[config.mk]
export PLATFORM = sky130hd
export DESIGN_NAME = duc_core
export DESIGN_NICKNAME = d
export VERILOG_FILES = /design/src/duc_pkg.sv /design/src/duc_core.sv
export SDC_FILE = /design/constraint.sdc
export NUM_CORES = 1
export LEC_CHECK = 0
export CAP_MARGIN = 25
export CORE_MARGIN = 10
export CORE_UTILIZATION = 45
export CTS_CLUSTER_SIZE = 12
export DETAILED_ROUTE_END_ITERATION = 6
export DONT_BUFFER_PORTS = 1
export PLACE_DENSITY = 0.63
export SLEW_MARGIN = 40
export SYNTH_ARGS = -nofsm -noshare
export SYNTH_HDL_FRONTEND = slang
export SYNTH_SLANG_ARGS = --single-unit
[constraint.sdc]
create_clock -name CORE_CLK_IN -period 4.1 [get_ports CORE_CLK_IN]
set_input_delay 0.41 -clock CORE_CLK_IN [delete_from_list [all_inputs] [get_ports CORE_CLK_IN]]
set_output_delay 0.41 -clock CORE_CLK_IN [all_outputs]
set_load 0.05 [all_outputs]
[src/duc_pkg.sv]
// Package of command codes, control field positions and reset values for the converter core
package duc_pkg;
    localparam int CODE_W = 16;
    localparam logic [7:0] CMD_NOP0 = 8'h00;
    localparam logic [7:0] CMD_WR_INPUT = 8'h03;
    localparam logic [7:0] CMD_WR_OUTPUT = 8'h04;
    localparam logic [7:0] CMD_LOAD = 8'h05;
    localparam logic [7:0] CMD_WR_CLEAR = 8'h06;
    localparam logic [7:0] CMD_RD_INPUT = 8'h07;
    localparam logic [7:0] CMD_RD_OUTPUT = 8'h08;
    localparam logic [7:0] CMD_RD_CLEAR = 8'h09;
    localparam logic [7:0] CMD_NOP1 = 8'h0F;
    // Trim write shares the clear write code; a separate code is a parameter of the top
    localparam logic [7:0] CMD_WR_TRIM_DEFAULT = 8'h06;
    localparam logic [7:0] CMD_WR_CTRL = 8'h01;
    localparam logic [7:0] CMD_RD_CTRL = 8'h02;
    localparam int BIT_CLR_DIS = 9;
    localparam int BIT_CLR_SRC = 8;
    localparam int BIT_REMAIN_IN_CLEAR = 7;
    localparam int BIT_FLT_EN = 6;
    localparam int BIT_CFLG_EN = 5;
    localparam int BIT_VSHORT = 4;
    localparam int BIT_IOPEN = 3;
    localparam int BIT_CLRST = 2;
    localparam int BIT_TRIM_EN = 15;
    localparam int TRIM_MSB = 9;
    localparam logic [15:0] CODE_ZERO = 16'h0000;
    localparam logic [15:0] CODE_MID = 16'h8000;
    localparam logic [8:0] TRIM_LOW_INV = 9'h1FF;
    localparam logic [2:0] SYNC_INIT = 3'h7;
    typedef struct packed {
        logic clr_dis;
        logic clr_src;
        logic remain_in_clear;
        logic flt_en;
        logic cflg_en;
    } duc_ctrl_t;
    typedef enum logic [1:0] {
        DUC_RUN = 2'b00,
        DUC_CLEAR = 2'b01,
        DUC_HOLD = 2'b11
    } duc_state_t;
endpackage : duc_pkg

[src/duc_core.sv]
// Converter control core: code registers, load and clear sequencing, fault pin
//
// Notes on behaviour
// - Command 0x05 loads output, data ignored.
// - Load copies input code to output code.
// - 0x03/0x07 input, 0x04/0x08 output register access.
// - 0x06 writes, 0x09 reads clear value.
// - 0x0F and 0x00 are no-operations.
// - Input code resets zero, midscale if bipolar.
// - Output code always resets to zero.
// - Clear value resets zero, midscale if bipolar.
// - Trim: bit15 enable, bit9 straight, 8-0 inverted.
// - Trim value 0 low, 511/512 zero, 1023 high.
// - Trim write shares clear code; code configurable.
// - Load pin low keeps input transparent.
// - Clear pin enters clear; source by mode bit.
// - Zero state is code zero, analog maps it.
// - Clear-disable bit makes pin ignored.
// - Clear status reads one while clearing.
// - Remain-in-clear exits need pin high plus event.
// - Without remain-in-clear, disable or pin high exits.
// - Alarm pin is open-drain, active low.
// - Alarm on fault when fault report enabled.
// - Alarm on clear state when flag enabled.
// - Short and open flags readable in control.
// - Control bit positions 9 down to 2.
`timescale 1ns/100ps
module duc_core #(
    parameter logic [7:0] TRIM_CMD = duc_pkg::CMD_WR_TRIM_DEFAULT
) (
    input wire logic CORE_CLK_IN,
    input wire logic RST_N_IN,
    input wire logic CMD_VALID_IN,
    input wire logic [7:0] CMD_CODE_IN,
    input wire logic [15:0] CMD_DATA_IN,
    input wire logic BIPOLAR_IN,
    input wire logic LOAD_STROBE_N_IN,
    input wire logic ASYNC_CLEAR_N_IN,
    input wire logic VOUT_SHORT_IN,
    input wire logic IOUT_OPEN_IN,
    output logic [15:0] READ_DATA_OUT,
    output logic READ_VALID_OUT,
    output logic [15:0] ACTIVE_CODE_OUT,
    output logic ZERO_STATE_OUT,
    output logic [15:0] OUTPUT_CODE_OUT,
    output logic TRIM_ENABLE_OUT,
    output logic [9:0] TRIM_VALUE_OUT,
    output logic FAULT_OUT,
    output logic FAULT_OE_OUT
);
    // Trim bits to linear value: top bit straight, rest inverted
    function automatic logic [9:0] trim_linear(input logic [15:0] raw);
        trim_linear = {raw[duc_pkg::TRIM_MSB], raw[8:0] ^ duc_pkg::TRIM_LOW_INV};
    endfunction : trim_linear

    logic [1:0] rst_sync_reg;
    logic rst_n;
    logic [2:0] ld_sync_reg;
    logic [2:0] cl_sync_reg;
    logic [2:0] vs_sync_reg;
    logic [2:0] io_sync_reg;
    logic ld_low_reg;
    logic cl_low_reg;
    logic vshort_reg;
    logic iopen_reg;
    logic init_reg;
    logic [15:0] input_code_reg;
    logic [15:0] output_code_reg;
    logic [15:0] clear_code_reg;
    logic trim_en_reg;
    logic [9:0] trim_value_reg;
    logic fault_pin_reg;
    duc_pkg::duc_ctrl_t ctrl_reg;
    duc_pkg::duc_ctrl_t ctrl_next;
    duc_pkg::duc_state_t state_reg;
    duc_pkg::duc_state_t state_next;
    logic [15:0] read_data_reg;
    logic read_valid_reg;
    logic [15:0] active_reg;
    logic zero_reg;
    logic fault_reg;

    always_ff @(posedge CORE_CLK_IN or negedge RST_N_IN) begin
        if (!RST_N_IN) begin
            rst_sync_reg <= 2'h0;
        end else begin
            rst_sync_reg <= {rst_sync_reg[0], 1'b1};
        end
    end
    assign rst_n = rst_sync_reg[1];

    // Three stages; a level counts only once stages two and three agree
    always_ff @(posedge CORE_CLK_IN or negedge rst_n) begin
        if (!rst_n) begin
            ld_sync_reg <= duc_pkg::SYNC_INIT;
        end else begin
            ld_sync_reg <= {ld_sync_reg[1:0], LOAD_STROBE_N_IN};
        end
    end

    always_ff @(posedge CORE_CLK_IN or negedge rst_n) begin
        if (!rst_n) begin
            cl_sync_reg <= duc_pkg::SYNC_INIT;
        end else begin
            cl_sync_reg <= {cl_sync_reg[1:0], ASYNC_CLEAR_N_IN};
        end
    end

    always_ff @(posedge CORE_CLK_IN or negedge rst_n) begin
        if (!rst_n) begin
            vs_sync_reg <= 3'h0;
        end else begin
            vs_sync_reg <= {vs_sync_reg[1:0], VOUT_SHORT_IN};
        end
    end

    always_ff @(posedge CORE_CLK_IN or negedge rst_n) begin
        if (!rst_n) begin
            io_sync_reg <= 3'h0;
        end else begin
            io_sync_reg <= {io_sync_reg[1:0], IOUT_OPEN_IN};
        end
    end

    // Idle levels at reset, so release never looks like a pin event
    always_ff @(posedge CORE_CLK_IN or negedge rst_n) begin
        if (!rst_n) begin
            ld_low_reg <= 1'b0;
        end else if (ld_sync_reg[1] == ld_sync_reg[2]) begin
            ld_low_reg <= ~ld_sync_reg[2];
        end
    end

    always_ff @(posedge CORE_CLK_IN or negedge rst_n) begin
        if (!rst_n) begin
            cl_low_reg <= 1'b0;
        end else if (cl_sync_reg[1] == cl_sync_reg[2]) begin
            cl_low_reg <= ~cl_sync_reg[2];
        end
    end

    always_ff @(posedge CORE_CLK_IN or negedge rst_n) begin
        if (!rst_n) begin
            vshort_reg <= 1'b0;
        end else if (vs_sync_reg[1] == vs_sync_reg[2]) begin
            vshort_reg <= vs_sync_reg[2];
        end
    end

    always_ff @(posedge CORE_CLK_IN or negedge rst_n) begin
        if (!rst_n) begin
            iopen_reg <= 1'b0;
        end else if (io_sync_reg[1] == io_sync_reg[2]) begin
            iopen_reg <= io_sync_reg[2];
        end
    end

    // Command decode
    wire wr_input = CMD_VALID_IN && CMD_CODE_IN == duc_pkg::CMD_WR_INPUT;
    wire wr_output = CMD_VALID_IN && CMD_CODE_IN == duc_pkg::CMD_WR_OUTPUT;
    wire cmd_load = CMD_VALID_IN && CMD_CODE_IN == duc_pkg::CMD_LOAD;
    wire wr_clear = CMD_VALID_IN && CMD_CODE_IN == duc_pkg::CMD_WR_CLEAR;
    wire wr_trim = CMD_VALID_IN && CMD_CODE_IN == TRIM_CMD;
    wire wr_ctrl = CMD_VALID_IN && CMD_CODE_IN == duc_pkg::CMD_WR_CTRL;
    wire rd_input = CMD_CODE_IN == duc_pkg::CMD_RD_INPUT;
    wire rd_output = CMD_CODE_IN == duc_pkg::CMD_RD_OUTPUT;
    wire rd_clear = CMD_CODE_IN == duc_pkg::CMD_RD_CLEAR;
    wire rd_ctrl = CMD_CODE_IN == duc_pkg::CMD_RD_CTRL;
    // No-op and unknown codes read back whatever was last shifted
    wire is_nop = CMD_CODE_IN == duc_pkg::CMD_NOP0 || CMD_CODE_IN == duc_pkg::CMD_NOP1;
    wire load_evt = cmd_load || ld_low_reg;
    wire in_clear = state_reg != duc_pkg::DUC_RUN;
    wire [15:0] ctrl_word = {6'h00, ctrl_reg.clr_dis, ctrl_reg.clr_src, ctrl_reg.remain_in_clear,
                             ctrl_reg.flt_en, ctrl_reg.cflg_en, vshort_reg, iopen_reg,
                             in_clear, 2'h0};
    wire [15:0] rd_mux = rd_input ? input_code_reg :
                         rd_output ? output_code_reg :
                         rd_clear ? clear_code_reg :
                         rd_ctrl ? ctrl_word : read_data_reg;

    always_comb begin
        ctrl_next = ctrl_reg;
        if (wr_ctrl) begin
            ctrl_next.clr_dis = CMD_DATA_IN[duc_pkg::BIT_CLR_DIS];
            ctrl_next.clr_src = CMD_DATA_IN[duc_pkg::BIT_CLR_SRC];
            ctrl_next.remain_in_clear = CMD_DATA_IN[duc_pkg::BIT_REMAIN_IN_CLEAR];
            ctrl_next.flt_en = CMD_DATA_IN[duc_pkg::BIT_FLT_EN];
            ctrl_next.cflg_en = CMD_DATA_IN[duc_pkg::BIT_CFLG_EN];
        end
    end

    // Clear state: DUC_CLEAR while pin held, DUC_HOLD once pin released under remain
    wire pin_act = cl_low_reg && !ctrl_next.clr_dis;
    always_comb begin
        state_next = state_reg;
        unique case (state_reg)
            duc_pkg::DUC_RUN: begin
                if (pin_act) state_next = duc_pkg::DUC_CLEAR;
            end
            duc_pkg::DUC_CLEAR: begin
                if (ctrl_next.clr_dis && !ctrl_reg.remain_in_clear) state_next = duc_pkg::DUC_RUN;
                else if (!cl_low_reg) state_next = ctrl_reg.remain_in_clear ? duc_pkg::DUC_HOLD
                                                                  : duc_pkg::DUC_RUN;
            end
            duc_pkg::DUC_HOLD: begin
                if (pin_act) state_next = duc_pkg::DUC_CLEAR;
                else if (wr_output || load_evt || !ctrl_next.remain_in_clear) state_next = duc_pkg::DUC_RUN;
            end
            default: state_next = duc_pkg::DUC_RUN;
        endcase
    end

    wire [15:0] out_next = wr_output ? CMD_DATA_IN : load_evt ? input_code_reg
                           : output_code_reg;
    wire next_clear = state_next != duc_pkg::DUC_RUN;
    wire [15:0] active_next = !next_clear ? out_next :
                              ctrl_next.clr_src ? clear_code_reg : duc_pkg::CODE_ZERO;
    wire fault_next = (ctrl_next.flt_en && (vshort_reg || iopen_reg)) ||
                      (ctrl_next.cflg_en && next_clear);

    // Bipolar strap caught on the first clocked edge after release
    always_ff @(posedge CORE_CLK_IN or negedge rst_n) begin
        if (!rst_n) begin
            init_reg <= 1'b1;
            input_code_reg <= duc_pkg::CODE_ZERO;
            clear_code_reg <= duc_pkg::CODE_ZERO;
        end else begin
            init_reg <= 1'b0;
            if (init_reg) begin
                input_code_reg <= BIPOLAR_IN ? duc_pkg::CODE_MID : duc_pkg::CODE_ZERO;
                clear_code_reg <= BIPOLAR_IN ? duc_pkg::CODE_MID : duc_pkg::CODE_ZERO;
            end else begin
                if (wr_input) input_code_reg <= CMD_DATA_IN;
                if (wr_clear) clear_code_reg <= CMD_DATA_IN;
            end
        end
    end

    always_ff @(posedge CORE_CLK_IN or negedge rst_n) begin
        if (!rst_n) begin
            output_code_reg <= duc_pkg::CODE_ZERO;
        end else begin
            output_code_reg <= out_next;
        end
    end

    // Trim kept in its linear form so the output leaves a flop directly
    always_ff @(posedge CORE_CLK_IN or negedge rst_n) begin
        if (!rst_n) begin
            trim_en_reg <= 1'b0;
            trim_value_reg <= 10'h000;
        end else if (wr_trim) begin
            trim_en_reg <= CMD_DATA_IN[duc_pkg::BIT_TRIM_EN];
            trim_value_reg <= trim_linear(CMD_DATA_IN);
        end
    end

    always_ff @(posedge CORE_CLK_IN or negedge rst_n) begin
        if (!rst_n) begin
            ctrl_reg <= '0;
        end else begin
            ctrl_reg <= ctrl_next;
        end
    end

    always_ff @(posedge CORE_CLK_IN or negedge rst_n) begin
        if (!rst_n) begin
            state_reg <= duc_pkg::DUC_RUN;
        end else begin
            state_reg <= state_next;
        end
    end

    always_ff @(posedge CORE_CLK_IN or negedge rst_n) begin
        if (!rst_n) begin
            read_data_reg <= duc_pkg::CODE_ZERO;
            read_valid_reg <= 1'b0;
        end else begin
            read_valid_reg <= CMD_VALID_IN;
            if (CMD_VALID_IN && !is_nop) begin
                read_data_reg <= rd_mux;
            end
        end
    end

    always_ff @(posedge CORE_CLK_IN or negedge rst_n) begin
        if (!rst_n) begin
            active_reg <= duc_pkg::CODE_ZERO;
        end else begin
            active_reg <= active_next;
        end
    end

    always_ff @(posedge CORE_CLK_IN or negedge rst_n) begin
        if (!rst_n) begin
            zero_reg <= 1'b0;
        end else begin
            zero_reg <= next_clear && !ctrl_next.clr_src;
        end
    end

    // Open drain: level flop stays low, enable flop carries the alarm
    always_ff @(posedge CORE_CLK_IN or negedge rst_n) begin
        if (!rst_n) begin
            fault_reg <= 1'b0;
            fault_pin_reg <= 1'b0;
        end else begin
            fault_reg <= fault_next;
            fault_pin_reg <= 1'b0;
        end
    end

    assign READ_DATA_OUT = read_data_reg;
    assign READ_VALID_OUT = read_valid_reg;
    assign ACTIVE_CODE_OUT = active_reg;
    assign ZERO_STATE_OUT = zero_reg;
    assign OUTPUT_CODE_OUT = output_code_reg;
    assign TRIM_ENABLE_OUT = trim_en_reg;
    assign TRIM_VALUE_OUT = trim_value_reg;
    assign FAULT_OUT = fault_pin_reg;
    assign FAULT_OE_OUT = fault_reg;
endmodule : duc_core

==> run summary <==
reg2reg setup slack: 2150 ps
DR WL met2: 6590 um
clk slew on worst S/H paths: 50 ps
EDFF count, synth: 0
pin count of the biggest net entering global routing: 54
final cell count without fillers: 611
Yosys reg bits: 120
DR vias: 3,522
routed wl met3: 1140 um
async set-reset flop share out of synthesis: 100%
Crit Path Class: primary input to flop
setup TNS: 0 ps
top cells by count, synth: dfrtp_1 (113), nand2_1 (67), nor2_1 (33)
Area Growth Syn to Fin: 13.7%
max incr delay on CP: 720 ps
Top Family by Delay on Critical Path: simple AND/OR/NAND/NOR gates
fillcell total: 937
Register Area: 3020 um2
post-synth top area share: 55.2%
DRT iter0 DRCs: 346
DRC Markers: 0
status: finished clean
power per cell area: 557 nW/um2
overall global routing resource usage: 17.3%
CP Launch Type: primary input
Ys Warns: 0
sequential element share of the synthesized area: 58.8%
cells along the critical path: or4_1 -> nor3_4 -> a31oi_1 -> a31oi_4 -> mux2_2
Post-Synth Adder-Cell Area: 0.391%
Initial Util: 46.7%
multiplexer area fraction after synthesis: 11.0%
ranking of synthesized cells by area: dfrtp_1 (55%), mux2_2 (6.2%), nand2_1 (4.9%)
die area: 16,100 um2
Clock Latency Late Sink: 410 ps
MaxCap Viol Count: 0
GRT overflow: 0
TritonCTS clock tree: built
Avg Inst Size Synth: 11.3 um2
main combinational cell family by area after synthesis: compound AO/OA/AOI/OAI gates
Clock Path Buffers: 2
wl on met1: 5640 um
unrepaired setup endpoints after global routing: no
Reg-to-Reg End: ACTIVE_CODE_OUT[10]$_DFF_PN0_
FP Rows: 38
post-CTS resize count: 0
f_max: 400 MHz
Nets: 491
Post-Syn Instances: 455
Worst Hold End: vs_sync_reg[0]$_DFF_PN0_
Synth Area in Compound Gates: 14.2%
Cell variety after synth: 47
hold_ws: 21.5 ps
Inserted Diodes: 0
Post-Synth Simple-Gate Area: 12.6%
chip height: 127 um
Synth Cell Area: 5130 um2
HP Class: primary input to flop
DR vias/cell: 5.76
total iterations of the first detailed-routing run: 5
I/O Pins: 95
Slew Viols, Final: 0
Num CTS Buffers: 17
most common flop cell mapped by yosys: dfrtp_1
final setup fails: 0
clk root buf: clkbuf_16
relative slew slack: 45.6%
drt wl/cell: 22.4 um
FF-to-FF path depth: 5
Synth area leader: dfrtp_1
Final Skew: 6.36 ps
multi-input logic area: 2010 um2
Critical Path Fanout Max: 19
Worst EP arrival: 2790 ps
postcts setup bufs: 0
Hold Path Cell Cnt: 0
core area: 11,000 um2
most frequent cell after synthesis: dfrtp_1
Finished Core Util: 53.1%
post-layout minimum cycle time: 2500 ps
vias in the first global route: 3,643
CP Buf/Inv Count: 0
dpl cells: 577
GPL Wtd Cong: 0.816
Die X-Extent: 127 um
period utilisation layout: 61.0%
Fin. Hold Viols: 0
CTS H-tree depth: 4
reg2reg start: state_reg[1]$_DFF_PN0_
CP required: 4390 ps
# clock sinks: 120
XOR/XNOR Fraction of Synth Area: 0.171%
IO buf count: 0
Static Leak: 2.62 nW
Top Metal Used: met4
first-pass GRT wire length: 21,700 um
Total Power: 3.25 mW
initial antenna violation count: 0
Post-Route WL: 13,700 um
Worst Max-Slew Pin Slew: 816 ps
VDD IR max: 0.247 mV
min-delay src: VOUT_SHORT_IN
CP endpoint kind: flop
DP HPWL: 8900 um
ANT nets after route: 0
Slowest cell on crit path: or4_1
layout cells sized above 1: 16.8%
layout by cell type, fill, tap and decap left out, types with 7 or more instances in the layout:
master,instances
a21oi_1,26
a22oi_1,8
a31oi_1,9
and2_1,17
buf_4,8
clkbuf_1,7
clkbuf_16,17
dfrtp_1,112
dfstp_2,7
mux2_2,28
mux2i_1,24
nand2_1,67
nor2_1,33
o211ai_1,7
o21a_1,16
o21ai_0,12
o22a_1,16
worst reg2reg max path, stage by stage, from the launching register on:
cell and delay [ps]:
dfrtp_1 370, inv_1 60, nor2_1 150, a31oi_1 160
a31oi_4 640, mux2_2 440
through the flow:
stage / setup WS [ps] / cell area (um2)
final: 1600 / 5830
after global routing: 1460 / 5830
after CTS: 1590 / 5820
after detailed placement: 1140 / 5280
after global placement: 1200 / 5270
after floorplan: 522 / 5130
routing by layer:
metal	up-vias	global-route usage [%]
li1	1611	-
met1	1759	20.8
met2	124	27.1
met3	28	6.87
met4	0	7.30
met5	-	0
layout make-up:
type | instances | area share, %
Clock inverter | 4 | 0.343
Multi-Input combinational cell | 303 | 34.4
Tap cell | 140 | 3.00
Inverter | 5 | 0.322
Sequential cell | 120 | 51.7
Timing Repair Buffer | 12 | 1.74
Clock buffer | 27 | 8.45
repair_timing:
item                                   in CTS  in global routing
endpoints found under the hold margin       4                  0
setup endpoints to repair                   0                  0
hold buffers                                3                  0
how the worst max path moves through the flow:
| stage | slack, ps | depth (start not counted) | startpoint | to |
|---|---|---|---|---|
| 2_1_floorplan | 520 | 0 | rst_sync_reg[1]$_DFF_PN0_ | ACTIVE_CODE_OUT[0]$_DFF_PN0_ |
| 3_3_place_gp | 1200 | 5 | CMD_CODE_IN[5] | ACTIVE_CODE_OUT[10]$_DFF_PN0_ |
| 3_5_place_dp | 1140 | 5 | CMD_CODE_IN[5] | ACTIVE_CODE_OUT[11]$_DFF_PN0_ |
| 4_1_cts | 1590 | 5 | CMD_CODE_IN[5] | ACTIVE_CODE_OUT[10]$_DFF_PN0_ |
| 5_1_grt | 1460 | 5 | CMD_CODE_IN[5] | ACTIVE_CODE_OUT[10]$_DFF_PN0_ |
| 6_report | 1600 | 5 | CMD_CODE_IN[5] | ACTIVE_CODE_OUT[10]$_DFF_PN0_ |
power by group:
group,leakage (nW),total (mW),internal [mW],switching (mW)
logic,0.815,0.232,0.115,0.117
clock network,0.255,1.30,0.811,0.492
registers,1.55,1.71,1.29,0.423
total,2.62,3.25,2.22,1.03
kinds of logic (layout without fill, tap and decap cells):
family,count (synthesis),after routing
multiplexers,53,53
buffers and inverters,33,48
adder cells (fa/ha/maj),2,2
flip-flops,120,120
AO/OA/AOI/OAI,104,104
XOR/XNOR,1,1
AND/OR/NAND/NOR,140,140
other,2,3
No activity file was read; power rests on OpenSTA's default activity.
